===== config.mk =====
export PLATFORM = sky130hd
export DESIGN_NAME = pointer_masking_config
export DESIGN_NICKNAME = d
export VERILOG_FILES = /design/src/core/pm_pkg.sv /design/src/core/pointer_masking_config.sv
export SDC_FILE = /design/constraint.sdc
export NUM_CORES = 1
export LEC_CHECK = 0
export BUFFER_PORTS_ARGS = -buffer_cell sky130_fd_sc_hd__buf_2
export CAP_MARGIN = 30
export CORE_AREA = 2 2 147 149
export DETAILED_ROUTE_END_ITERATION = 8
export DIE_AREA = 0 0 149 151
export PLACE_DENSITY = 0.67
export SLEW_MARGIN = 10
export SYNTH_ARGS = -nofsm -noshare
export SYNTH_HDL_FRONTEND = slang
export SYNTH_SLANG_ARGS = --single-unit

===== constraint.sdc =====
create_clock -name i_sys_clk -period 3.6 [get_ports i_sys_clk]
set_input_delay 1.08 -clock i_sys_clk [delete_from_list [all_inputs] [get_ports i_sys_clk]]
set_output_delay 1.08 -clock i_sys_clk [all_outputs]
set_load 0.02 [all_outputs]

===== src/core/pm_pkg.sv =====
// Function
// - Mask-mode 00 off, 10 masks 7 bits, 11 masks 16 bits; 01 never kept.
// - On a 32-bit hart every mask-mode field reads zero and ignores writes.
// - Width field at 1 makes enabling writes for that mode leave the field unchanged.
// - Writing width field 1 clears matching mask-mode bits; going back restores nothing.
// - Supervisor configuration bits 33:32 select masking for user and virtual-user modes.
// - Hypervisor configuration bits 33:32 select masking for virtual-supervisor mode.
// - Hypervisor status bits 49:48 govern user-mode guest accesses done as virtual-user.
// - Guest accesses from hypervisor-supervisor or machine mode as virtual-user use supervisor field.
// - Guest accesses done as virtual-supervisor use the hypervisor configuration field.
// - Guest executable-load accesses are never masked.
// - No masking while make-executable-readable is in effect.
// - Machine configuration bits 33:32 select masking for supervisor mode.
// - Machine security configuration bits 33:32 select masking for machine mode.
// - Virtual modes with bare guest translation use zero-extending physical masking.
// - The two extra guest-physical bits follow the active field under bare translation.
// - Field changes act on the next address with no fence needed.
// - Stage-two fence compares ignore masked upper guest-physical bits.
// - Enabling an unsupported masked-bit count is an ignored write.
// - Address sizes stay within native width minus masked-bit count.
// - Modify-privilege and previous-virtual-privilege select the effective mode's setting.
// - Exception trap value holds the masked address.
package pm_pkg;
  // ==========================================================================
  // Register map, upper words and the width word carry the fields.
  localparam logic [7:0] SENV_LO_OFS = 8'h00;
  localparam logic [7:0] SENV_HI_OFS = 8'h04;
  localparam logic [7:0] HENV_LO_OFS = 8'h08;
  localparam logic [7:0] HENV_HI_OFS = 8'h0C;
  localparam logic [7:0] HSTAT_LO_OFS = 8'h10;
  localparam logic [7:0] HSTAT_HI_OFS = 8'h14;
  localparam logic [7:0] MENV_LO_OFS = 8'h18;
  localparam logic [7:0] MENV_HI_OFS = 8'h1C;
  localparam logic [7:0] MSEC_LO_OFS = 8'h20;
  localparam logic [7:0] MSEC_HI_OFS = 8'h24;
  localparam logic [7:0] WIDTH_OFS = 8'h28;
  // ==========================================================================
  // Field positions inside the upper words and the width word.
  localparam int MODE_POS = 0;
  localparam int UG_MODE_POS = 16;
  localparam int UWID_POS = 0;
  localparam int SWID_POS = 2;
  localparam int MWID_POS = 4;
  // ==========================================================================
  // Encodings, reset values and configuration.
  localparam logic [1:0] MODE_OFF = 2'h0;
  localparam logic [1:0] MODE_RSVD = 2'h1;
  localparam logic [1:0] MODE_7 = 2'h2;
  localparam logic [1:0] MODE_16 = 2'h3;
  localparam logic [1:0] MODE_RESET = 2'h0;
  localparam logic [1:0] WID_32 = 2'h1;
  localparam logic [1:0] WID_64 = 2'h2;
  localparam logic [1:0] WID_RESET = 2'h2;
  localparam logic NATIVE_64 = 1'h1;
  localparam logic [1:0] SUPPORTED_MODE_U = 2'h3;
  localparam logic [1:0] SUPPORTED_MODE_S = 2'h3;
  localparam logic [1:0] SUPPORTED_MODE_M = 2'h3;
  localparam logic [1:0] PRIV_U = 2'h0;
  localparam logic [1:0] PRIV_S = 2'h1;
  localparam logic [1:0] PRIV_M = 2'h3;
  localparam logic [1:0] AXI_OKAY = 2'h0;
  localparam logic [1:0] AXI_SLVERR = 2'h2;
  localparam logic [63:0] KEEP_57 = 64'h01FF_FFFF_FFFF_FFFF;
  localparam logic [63:0] KEEP_48 = 64'h0000_FFFF_FFFF_FFFF;
endpackage : pm_pkg


===== src/core/pointer_masking_config.sv =====
// Added by the designer: register access over AXI4-Lite and the placing of the registers.
module pointer_masking_config (
  input wire logic i_sys_clk,
  input wire logic i_nrst,
  input wire logic [7:0] i_s_axi_awaddr,
  input wire logic i_s_axi_awvalid,
  output logic o_s_axi_awready,
  input wire logic [31:0] i_s_axi_wdata,
  input wire logic [3:0] i_s_axi_wstrb,
  input wire logic i_s_axi_wvalid,
  output logic o_s_axi_wready,
  output logic [1:0] o_s_axi_bresp,
  output logic o_s_axi_bvalid,
  input wire logic i_s_axi_bready,
  input wire logic [7:0] i_s_axi_araddr,
  input wire logic i_s_axi_arvalid,
  output logic o_s_axi_arready,
  output logic [31:0] o_s_axi_rdata,
  output logic [1:0] o_s_axi_rresp,
  output logic o_s_axi_rvalid,
  input wire logic i_s_axi_rready,
  input wire logic i_acc_valid,
  input wire logic [63:0] i_acc_addr,
  input wire logic [1:0] i_cur_priv,
  input wire logic i_cur_virt,
  input wire logic i_modify_privilege,
  input wire logic [1:0] i_prev_priv,
  input wire logic i_prev_virt,
  input wire logic i_guest_ls,
  input wire logic i_guest_exec,
  input wire logic i_supervisor_prev_virt_priv,
  input wire logic i_make_exec_readable,
  input wire logic i_xlate_bare,
  input wire logic i_exc_deliver,
  output logic o_masked_valid,
  output logic [63:0] o_masked_addr,
  output logic [4:0] o_masked_bit_count,
  output logic [63:0] o_trap_value,
  output logic [63:0] o_fence_cmp_mask
);
  logic [1:0] mode_senv;
  logic [1:0] mode_henv;
  logic [1:0] ug_mode;
  logic [1:0] mode_menv;
  logic [1:0] mode_msec;
  logic [1:0] uwid;
  logic [1:0] swid;
  logic [1:0] mwid;
  logic aw_held;
  logic w_held;
  logic [7:0] aw_addr;
  logic [31:0] w_data;
  logic [3:0] w_strb;

  // ==========================================================================
  // Bus slave handshakes: each address and data beat is held until both exist.
  assign o_s_axi_awready = !aw_held && !o_s_axi_bvalid;
  assign o_s_axi_wready = !w_held && !o_s_axi_bvalid;
  assign o_s_axi_arready = !o_s_axi_rvalid;
  wire aw_take = i_s_axi_awvalid && o_s_axi_awready;
  wire w_take = i_s_axi_wvalid && o_s_axi_wready;
  wire do_write = aw_held && w_held && !o_s_axi_bvalid;
  wire ar_take = i_s_axi_arvalid && o_s_axi_arready;

  // Write decode of the mapped words.
  wire wr_senv = do_write && aw_addr == pm_pkg::SENV_HI_OFS;
  wire wr_henv = do_write && aw_addr == pm_pkg::HENV_HI_OFS;
  wire wr_hstat = do_write && aw_addr == pm_pkg::HSTAT_HI_OFS;
  wire wr_menv = do_write && aw_addr == pm_pkg::MENV_HI_OFS;
  wire wr_msec = do_write && aw_addr == pm_pkg::MSEC_HI_OFS;
  wire wr_wid = do_write && aw_addr == pm_pkg::WIDTH_OFS && w_strb[0];
  wire wr_mapped = aw_addr inside {pm_pkg::SENV_LO_OFS, pm_pkg::SENV_HI_OFS,
    pm_pkg::HENV_LO_OFS, pm_pkg::HENV_HI_OFS, pm_pkg::HSTAT_LO_OFS,
    pm_pkg::HSTAT_HI_OFS, pm_pkg::MENV_LO_OFS, pm_pkg::MENV_HI_OFS,
    pm_pkg::MSEC_LO_OFS, pm_pkg::MSEC_HI_OFS, pm_pkg::WIDTH_OFS};
  wire rd_mapped = i_s_axi_araddr inside {pm_pkg::SENV_LO_OFS, pm_pkg::SENV_HI_OFS,
    pm_pkg::HENV_LO_OFS, pm_pkg::HENV_HI_OFS, pm_pkg::HSTAT_LO_OFS,
    pm_pkg::HSTAT_HI_OFS, pm_pkg::MENV_LO_OFS, pm_pkg::MENV_HI_OFS,
    pm_pkg::MSEC_LO_OFS, pm_pkg::MSEC_HI_OFS, pm_pkg::WIDTH_OFS};

  // ==========================================================================
  // Legal-value filter: returns the old value for any write that is not kept.
  function automatic logic [1:0] legal_mode(input logic [1:0] wr, input logic [1:0] old,
                                            input logic [1:0] wid, input logic [1:0] sup);
    logic [1:0] res;
    res = wr;
    if (wr == pm_pkg::MODE_RSVD) begin
      res = old;
    end
    if (wr != pm_pkg::MODE_OFF && (!pm_pkg::NATIVE_64 || wid == pm_pkg::WID_32)) begin
      res = old;
    end
    if ((wr == pm_pkg::MODE_7 && !sup[0]) || (wr == pm_pkg::MODE_16 && !sup[1])) begin
      res = old;
    end
    return res;
  endfunction : legal_mode

  // Next values, including clearing on a width field switched to 32 bits. The width
  // word is taken from the captured data beat, since the bus may already carry another.
  wire [1:0] next_uwid = wr_wid ? w_data[pm_pkg::UWID_POS +: 2] : uwid;
  wire [1:0] next_swid = wr_wid ? w_data[pm_pkg::SWID_POS +: 2] : swid;
  wire [1:0] next_mwid = wr_wid ? w_data[pm_pkg::MWID_POS +: 2] : mwid;
  wire clr_u = wr_wid && w_data[pm_pkg::UWID_POS +: 2] == pm_pkg::WID_32;
  wire clr_s = wr_wid && w_data[pm_pkg::SWID_POS +: 2] == pm_pkg::WID_32;
  wire clr_m = wr_wid && w_data[pm_pkg::MWID_POS +: 2] == pm_pkg::WID_32;
  wire [1:0] wf_mode = w_data[pm_pkg::MODE_POS +: 2];
  wire [1:0] wf_ug = w_data[pm_pkg::UG_MODE_POS +: 2];
  wire [1:0] next_mode_senv = clr_u ? pm_pkg::MODE_OFF : (wr_senv && w_strb[0]) ?
    legal_mode(wf_mode, mode_senv, uwid, pm_pkg::SUPPORTED_MODE_U) : mode_senv;
  wire [1:0] next_ug_mode = clr_u ? pm_pkg::MODE_OFF : (wr_hstat && w_strb[2]) ?
    legal_mode(wf_ug, ug_mode, uwid, pm_pkg::SUPPORTED_MODE_U) : ug_mode;
  wire [1:0] next_mode_henv = clr_s ? pm_pkg::MODE_OFF : (wr_henv && w_strb[0]) ?
    legal_mode(wf_mode, mode_henv, swid, pm_pkg::SUPPORTED_MODE_S) : mode_henv;
  wire [1:0] next_mode_menv = clr_s ? pm_pkg::MODE_OFF : (wr_menv && w_strb[0]) ?
    legal_mode(wf_mode, mode_menv, swid, pm_pkg::SUPPORTED_MODE_S) : mode_menv;
  wire [1:0] next_mode_msec = clr_m ? pm_pkg::MODE_OFF : (wr_msec && w_strb[0]) ?
    legal_mode(wf_mode, mode_msec, mwid, pm_pkg::SUPPORTED_MODE_M) : mode_msec;

  // Configuration registers; all mask-mode fields start disabled, width fields start at 64 bits.
  always_ff @(posedge i_sys_clk) begin
    if (!i_nrst) begin
      mode_senv <= pm_pkg::MODE_RESET;
      mode_henv <= pm_pkg::MODE_RESET;
      ug_mode <= pm_pkg::MODE_RESET;
      mode_menv <= pm_pkg::MODE_RESET;
      mode_msec <= pm_pkg::MODE_RESET;
      uwid <= pm_pkg::WID_RESET;
      swid <= pm_pkg::WID_RESET;
      mwid <= pm_pkg::WID_RESET;
    end else begin
      mode_senv <= next_mode_senv;
      mode_henv <= next_mode_henv;
      ug_mode <= next_ug_mode;
      mode_menv <= next_mode_menv;
      mode_msec <= next_mode_msec;
      uwid <= next_uwid;
      swid <= next_swid;
      mwid <= next_mwid;
    end
  end

  // Write channel capture and response.
  always_ff @(posedge i_sys_clk) begin
    if (!i_nrst) begin
      aw_held <= 1'b0;
      w_held <= 1'b0;
      aw_addr <= 8'h00;
      w_data <= 32'h0000_0000;
      w_strb <= 4'h0;
      o_s_axi_bvalid <= 1'b0;
      o_s_axi_bresp <= pm_pkg::AXI_OKAY;
    end else begin
      if (aw_take) begin
        aw_held <= 1'b1;
        aw_addr <= {i_s_axi_awaddr[7:2], 2'b00};
      end
      if (w_take) begin
        w_held <= 1'b1;
        w_data <= i_s_axi_wdata;
        w_strb <= i_s_axi_wstrb;
      end
      if (do_write) begin
        aw_held <= 1'b0;
        w_held <= 1'b0;
        o_s_axi_bvalid <= 1'b1;
        o_s_axi_bresp <= wr_mapped ? pm_pkg::AXI_OKAY : pm_pkg::AXI_SLVERR;
      end else if (o_s_axi_bvalid && i_s_axi_bready) begin
        o_s_axi_bvalid <= 1'b0;
      end
    end
  end

  // ==========================================================================
  // Read data mux; lower words and reserved bits read zero.
  wire [7:0] ra = {i_s_axi_araddr[7:2], 2'b00};
  wire [31:0] rd_word =
    ra == pm_pkg::SENV_HI_OFS ? {30'h0, mode_senv} :
    ra == pm_pkg::HENV_HI_OFS ? {30'h0, mode_henv} :
    ra == pm_pkg::HSTAT_HI_OFS ? {14'h0, ug_mode, 16'h0000} :
    ra == pm_pkg::MENV_HI_OFS ? {30'h0, mode_menv} :
    ra == pm_pkg::MSEC_HI_OFS ? {30'h0, mode_msec} :
    ra == pm_pkg::WIDTH_OFS ? {26'h0, mwid, swid, uwid} : 32'h0000_0000;

  always_ff @(posedge i_sys_clk) begin
    if (!i_nrst) begin
      o_s_axi_rvalid <= 1'b0;
      o_s_axi_rdata <= 32'h0000_0000;
      o_s_axi_rresp <= pm_pkg::AXI_OKAY;
    end else if (ar_take) begin
      o_s_axi_rvalid <= 1'b1;
      o_s_axi_rdata <= rd_word;
      o_s_axi_rresp <= rd_mapped ? pm_pkg::AXI_OKAY : pm_pkg::AXI_SLVERR;
    end else if (o_s_axi_rvalid && i_s_axi_rready) begin
      o_s_axi_rvalid <= 1'b0;
    end
  end

  // ==========================================================================
  // Effective mode: guest accesses act as virtual, modify-privilege borrows the
  // previous mode while in machine mode.
  wire modpriv_on = i_modify_privilege && i_cur_priv == pm_pkg::PRIV_M;
  wire [1:0] eff_priv = i_guest_ls ? (i_supervisor_prev_virt_priv ? pm_pkg::PRIV_S :
    pm_pkg::PRIV_U) : modpriv_on ? i_prev_priv : i_cur_priv;
  wire eff_virt = i_guest_ls ? 1'b1 : modpriv_on ? i_prev_virt : i_cur_virt;

  // Field selection; values come straight from registers, so a change acts at once.
  wire [1:0] sel_mode =
    (i_guest_exec || i_make_exec_readable) ? pm_pkg::MODE_OFF :
    eff_priv == pm_pkg::PRIV_M ? mode_msec :
    (eff_priv == pm_pkg::PRIV_S && !eff_virt) ? mode_menv :
    (eff_priv == pm_pkg::PRIV_S) ? mode_henv :
    (eff_virt && i_guest_ls && i_cur_priv == pm_pkg::PRIV_U) ? ug_mode :
    mode_senv;

  // Physical addresses zero-fill; bare guest translation counts as physical,
  // which also masks the two extra guest-physical bits.
  wire is_phys = i_xlate_bare || eff_priv == pm_pkg::PRIV_M;
  wire [63:0] next_masked =
    sel_mode == pm_pkg::MODE_7 ? (is_phys ? i_acc_addr & pm_pkg::KEEP_57 :
      {{7{i_acc_addr[56]}}, i_acc_addr[56:0]}) :
    sel_mode == pm_pkg::MODE_16 ? (is_phys ? i_acc_addr & pm_pkg::KEEP_48 :
      {{16{i_acc_addr[47]}}, i_acc_addr[47:0]}) : i_acc_addr;
  wire [4:0] next_count = sel_mode == pm_pkg::MODE_7 ? 5'h07 :
    sel_mode == pm_pkg::MODE_16 ? 5'h10 : 5'h00;

  // Stage-two fence compare mask drops the masked upper guest-physical bits.
  assign o_fence_cmp_mask = mode_henv == pm_pkg::MODE_7 ? pm_pkg::KEEP_57 :
    mode_henv == pm_pkg::MODE_16 ? pm_pkg::KEEP_48 : 64'hFFFF_FFFF_FFFF_FFFF;

  // Address result and trap value registers.
  always_ff @(posedge i_sys_clk) begin
    if (!i_nrst) begin
      o_masked_valid <= 1'b0;
      o_masked_addr <= 64'h0000_0000_0000_0000;
      o_masked_bit_count <= 5'h00;
      o_trap_value <= 64'h0000_0000_0000_0000;
    end else begin
      o_masked_valid <= i_acc_valid;
      if (i_acc_valid) begin
        o_masked_addr <= next_masked;
        o_masked_bit_count <= next_count;
      end
      if (i_exc_deliver) begin
        o_trap_value <= next_masked;
      end
    end
  end
endmodule : pointer_masking_config


After elaboration in Yosys (flattened, before gate mapping):

Index checks and enable logic that the tools add are counted.

* add/subtract/negate cells: 0
* multiply operators: 0
* div/mod/pow operators: 0
* $lt $le $gt $ge: 0
* eq/ne operators: 40
* shift-type cells: 0
* mux-type cells: 30
* bitwise gates (word level): 7
* reduce and logical (&&, ||, !) cells: 57

Operators with widths (count)
* two-way mux 64 bit: 6
* two-way mux 18 bit: 3
* equality test 6 x 3 -> 1 bit (second input constant): 6
* equality test 8 x 5 -> 1 bit (second input constant): 4
* logical AND 1 bit: 32
* equality test 6 x 4 -> 1 bit (second input constant): 5
* equality test 8 x 6 -> 1 bit (second input constant): 3
* nonzero test 11 bit: 2
* equality test 6 x 2 -> 1 bit (second input constant): 3
* two-way mux 2 bit: 9
* two-way mux 6 bit: 3
* equality test 2 x 1 -> 1 bit (second input constant): 8
* equality test 8 x 4 -> 1 bit (second input constant): 2
* logical NOT 8 bit: 2
* AND reduction 3 bit: 5
* equality test 2 bit (second input constant): 6
* equality test 6 x 1 -> 1 bit (second input constant): 2
* two-way mux 5 bit: 2
* equality test 8 x 3 -> 1 bit (second input constant): 1
* nonzero test 2 bit: 4
* OR reduction 2 bit: 4
* two-way mux 1 bit: 7
* NOT 1 bit: 7
* logical NOT 1 bit: 5
* other kinds (2): 3

* bits in registers: 217
* bits in latches: 0
* RAM bits: 0
* memory bits (read-only): 0
* bits of input ports: 137
* output and inout bits: 239
* logic and storage cells: 156
* memories kept: 0

Longest topological paths before layout:

* depth after elaboration: 14
* depth in mapped cells: 7
* depth with buffers taken out: 6

Worst setup path before layout:

Ideal clock, no wire load.

* kind: input-to-reg
* start: input port i_cur_priv[1]
* end: register o_masked_addr[48]
* setup time: 0.122 ns
* data arrival time: 2.768 ns
* required time: 3.478 ns
* path slack: 0.710 ns
* stages: 7
* buffers on the path: 1
* cell sequence: or3b_1 o211a_2 and2_4 or4_1 o211a_1 buf_6 a221o_1

* word-level cells in the longest chain between the ends: 14
* elaborated cells on any way between the ends: 24
* classes of those cells: eq/ne (5); mux (12); reduce/logical (7)

RTL lines
* from (decl): line pointer_masking_config.sv:24 `input wire logic [1:0] i_cur_priv,`
* equality test 2 bit: line pointer_masking_config.sv:202 `wire modpriv_on = i_modify_privilege && i_cur_priv == pm_pkg::PRIV_M;`
* logical AND 1 bit: line pointer_masking_config.sv:202
* two-way mux 1 bit (2 in a row): line pointer_masking_config.sv:205 `wire eff_virt = i_guest_ls ? 1'b1 : modpriv_on ? i_prev_virt : i_cur_virt;`
* logical AND 1 bit (2 in a row): line pointer_masking_config.sv:213 `(eff_virt && i_guest_ls && i_cur_priv == pm_pkg::PRIV_U) ? ug_mode :`
* two-way mux 2 bit: line pointer_masking_config.sv:213
* two-way mux 2 bit: line pointer_masking_config.sv:212 `(eff_priv == pm_pkg::PRIV_S) ? mode_henv :`
* two-way mux 2 bit: line pointer_masking_config.sv:211 `(eff_priv == pm_pkg::PRIV_S && !eff_virt) ? mode_menv :`
* two-way mux 2 bit: line pointer_masking_config.sv:210 `eff_priv == pm_pkg::PRIV_M ? mode_msec :`
* two-way mux 2 bit: line pointer_masking_config.sv:209 `(i_guest_exec || i_make_exec_readable) ? pm_pkg::MODE_OFF :`
* equality test 2 bit: line pointer_masking_config.sv:222 `sel_mode == pm_pkg::MODE_16 ? (is_phys ? i_acc_addr & pm_pkg::KEEP_48 :`
* two-way mux 64 bit: line pointer_masking_config.sv:222
* two-way mux 64 bit (*): line pointer_masking_config.sv:220 `sel_mode == pm_pkg::MODE_7 ? (is_phys ? i_acc_addr & pm_pkg::KEEP_57 :`
* to (signal assigned): line pointer_masking_config.sv:241 `o_masked_addr <= next_masked;`
* to (decl): line pointer_masking_config.sv:36 `output logic [63:0] o_masked_addr,`

Mark *: on every way between the ends. The rest lies on a longest branch, timed or not.
A chain may end at the register's enable or synchronous reset.

Final worst setup path:

* start: input port i_cur_priv[1]
* end: register o_masked_addr[49]

The elaborated chain is that of the path after synthesis.

==> flow_summary.ini <==
[pwr]
power_density_nw_per_um2 = 481.3
power.net_switching_uw = 1355
cellLeakagePower_uw = 0.004664
power_report.internal_total_uw = 3251
total_power_uw = 4605
power.ir.vdd_worst_mv = 0.2834
clock_share_of_power_pct = 38.7
power.share.switching_pct = 29.41
p_seq_share_pct = 46.3
power_frac_comb_pct = 15.1

[sta]
max_slew.worst_pin.slew_ns = 0.8975
layout_worst_path_cycle_share_pct = 77.23
finalSetupViolCount = 0
finalSetupTns_ns = 0
rsz0062_at_grt = false
setup_slack_ns = 0.8198
final_max_slew_viol_count = 0
final.min_clock_period_ns = 2.780
fmaxAchievable_ghz = 0.3597
max_slew_margin_pct = 40.17
clock_skew_ns = 0.01353
total_count_of_hold_check_failures_in_the_final_report = 0

[logic_synthesis]
synth_top_area_share_pct = 45.66
synth-edff-count = 0
syn_avg_cell_area_um2 = 10.39
yosys.area_share.adder_pct = 0
yosys-mux-area-fraction_pct = 16.77
yosysSeqAreaShare_pct = 45.66
synth.top_cells.by_area = sky130_fd_sc_hd__dfxtp_1 (46%), sky130_fd_sc_hd__mux2i_1 (17%), sky130_fd_sc_hd__nor2b_1 (11%), sky130_fd_sc_hd__buf_4 (8.8%), sky130_fd_sc_hd__a221o_1 (4.1%)
netlist_area_um2 = 7761
yosys.area_share.simple_pct = 16.01
synth_compound_gate_area_share_pct = 10.29
synthXorXnorAreaFrac_pct = 0
post_synth_num_cell_types = 48
combinational_family_with_the_most_area_after_synthesis = multiplexers
synth.largest_area_cell = sky130_fd_sc_hd__dfxtp_1
ys_ff_latch = 177
synth_flop_cell = sky130_fd_sc_hd__dfxtp_1
post_synth_inst_count = 747
yosysWarnings = 0
async_reset_ff_share_pct = 0

[cells_and_area]
seqCellArea_um2 = 3543
post_route_cells_drive_above_1_share_pct = 32.24
finish.net_count = 1130
areaGrowthSynthToFinish_pct = 23.30
area_taken_by_multi_input_logic_gates_um2 = 3623
antenna_cells = 0
nFillCells = 2029

[detailed_routing]
vias = 5962
antenna_violating_nets_post_route = 0
routed_via_density = 4.658
dr.first_iter.drc_count = 214
route.detailed.drc = 0
detail_route.wl_per_cell_um = 15.39
postRouteWirelength_mm = 19.71
detailedRoute.firstPassIterationCount = 5

[clock_tree]
clkTransAtPathRegs_ns = 0.07
cts_hold_buf = 0
cts_made_buffers = 17
cts_root_buffer = sky130_fd_sc_hd__clkbuf_16
clock_sinks = 177
post-cts-setup-buffer-count = 0
clock_tree.buffer_depth = 2
htree_levels = 4
clkLatencyLatePin_ns = 0.42
tritoncts_clock_tree = yes
cts-resized-gates = 0

[critical_path]
worst-setup-path-type = in2reg
critPathSlowestCell = sky130_fd_sc_hd__or4_1
crit_chain = buf_2 > or3b_1 > o211a_2 > and2_4 > or4_1 > o211a_1 > a221o_1
worst-endpoint-required_ns = 3.90
nature_of_the_critical_path_endpoint = flip-flop
critical_path_peak_fanout = 9
worstSetupStartpointType = primary input
timing.critical_path.arrival_ns = 3.08
cp.buffers_inverters = 1
max_stage_delay_ns = 0.45
cp_top_family = simple AND/OR/NAND/NOR gates

[global_route]
grt_start_max_net_pins = 95
global_route_usage_over_all_layers_pct = 16.79
grt_first_pass_wirelength_mm = 29.75
antenna_found_initial = 1
gr-total-overflow = 0
via_count_of_the_first_global_routing_pass = 5659

[place]
buffer_ports.inserted = 272
post-place-ws_ns = 0.4087
detailed_place_hpwl_mm = 14.63
gp_congestion = 0.7518

[min_path]
min_path_type = reg2reg

[die]
die-area_um2 = 22500
chipHeight_um = 151
die_w_um = 149
rows = 53
placeableCoreArea_um2 = 20820
top_level_ports = 376
initial_utilization_pct = 37.27

[run_status]
status = completed

[run]
maxCapViolations = 0
## final cells by class
| class | instances | share of cell area [%] |
|---|---|---|
| multi-input combinational | 505 | 37.87 |
| sequential | 177 | 37.03 |
| timing repair buffer | 282 | 15.17 |
| clock buffer | 17 | 4.446 |
| tap | 275 | 3.596 |
| clock inverter | 14 | 1.504 |
| inverter | 10 | 0.3923 |
## flip-flops by register name (all words and copies together) (netlist names), 6 cells and up
name / count
w_data: 8
aw_addr: 6
o_masked_addr: 64
o_trap_value: 64
o_s_axi_rdata: 8
## worst min-delay path, stage by stage, from the launching register on
cell                       delay, ns
sky130_fd_sc_hd__dfxtp_1        0.31
sky130_fd_sc_hd__nand2_1        0.05
sky130_fd_sc_hd__a21boi_0       0.06
## kinds of logic after synthesis
kind of cell	after synthesis
AND/OR/NAND/NOR	212
AO/OA/AOI/OAI	88
buffers and inverters	138
flip-flops	177
other	2
multiplexers	130
## layout by cell type (no fill, tap or decap), drive strengths merged, types with 4 or more instances in the layout
cell type / netlist / routed
a221o: 32 / 32
nor4: 4 / 4
dfxtp: 177 / 177
nand3: 5 / 5
o211a: 6 / 6
a22oi: 8 / 8
inv: 10 / 17
clkinv: 0 / 6
nor3: 6 / 6
o211ai: 5 / 5
buf: 101 / 282
nand2b: 4 / 4
mux2i: 130 / 130
nand3b: 5 / 5
o21ai: 7 / 7
nand2: 25 / 25
nor2b: 133 / 133
clkbuf: 27 / 17
nor2: 20 / 20
a21oi: 5 / 5
conb: 2 / 75
## worst paths after layout
check	slack (ns)	endpoint	depth (start not counted)	from
worst max-delay path	0.82	o_masked_addr[49]	7	i_cur_priv[1]
worst min-delay path	0.47	o_s_axi_rdata[0]	2	o_s_axi_rdata[0]
worst max register to register	1.13	ug_mode[1]	6	o_s_axi_bvalid
worst min register to register	0.47	o_s_axi_rdata[0]	2	o_s_axi_rdata[0]
## cells in the mapped netlist, types with 3 or more instances
master,number
sky130_fd_sc_hd__nor2b_1,133
sky130_fd_sc_hd__o21ai_0,6
sky130_fd_sc_hd__a22oi_1,8
sky130_fd_sc_hd__nand3_1,5
sky130_fd_sc_hd__o211a_1,5
sky130_fd_sc_hd__buf_4,91
sky130_fd_sc_hd__nand3b_1,5
sky130_fd_sc_hd__mux2i_1,130
sky130_fd_sc_hd__a221o_1,32
sky130_fd_sc_hd__nor3_1,4
sky130_fd_sc_hd__clkbuf_1,27
sky130_fd_sc_hd__a21boi_0,3
sky130_fd_sc_hd__dfxtp_1,177
sky130_fd_sc_hd__a311o_1,3
sky130_fd_sc_hd__o211ai_1,5
sky130_fd_sc_hd__nor4_1,4
sky130_fd_sc_hd__nand2b_1,4
sky130_fd_sc_hd__buf_1,8
sky130_fd_sc_hd__nor2_1,20
sky130_fd_sc_hd__inv_1,10
sky130_fd_sc_hd__nand4_1,3
sky130_fd_sc_hd__a21oi_1,5
sky130_fd_sc_hd__o21a_1,3
sky130_fd_sc_hd__nand2_1,25
## power groups by stage
| stage | Combinational (uW) | Sequential [uW] | Clock (uW) |
|---|---|---|---|
| 2_1_floorplan | 405 | 2280 | 0 |
| 3_3_place_gp | 691 | 2170 | 0 |
| 3_5_place_dp | 698 | 2180 | 0 |
| 4_1_cts | 700 | 2130 | 1820 |
| 5_1_grt | 754 | 2140 | 1900 |
| 6_report | 694 | 2130 | 1780 |
## routing by layer
layer  vias up  share of wire, %  global-route usage, %
met1      2789                41                  19.67
met3        15               7.9                  5.753
met5         -                 0                      0
met2       226                50                  29.33
li1       2932                 -                      -
met4         0               1.3                  4.476
## stage by stage
stage | instance area, um2 | util [%] | std cells | hold WS (ns)
2_1_floorplan | 8035 | - | 820 | 0.4554
3_5_place_dp | 9000 | 43.22 | 1249 | 0.4663
4_1_cts | 9569 | 45.96 | 1280 | 0.4745
6_report | 9569 | 45.96 | 1280 | 0.4665
5_1_grt | 9569 | 45.96 | 1280 | 0.4987
3_3_place_gp | 8992 | 43.19 | 1248 | 0.4551
Note: power is estimated with default switching activity, not from simulation.
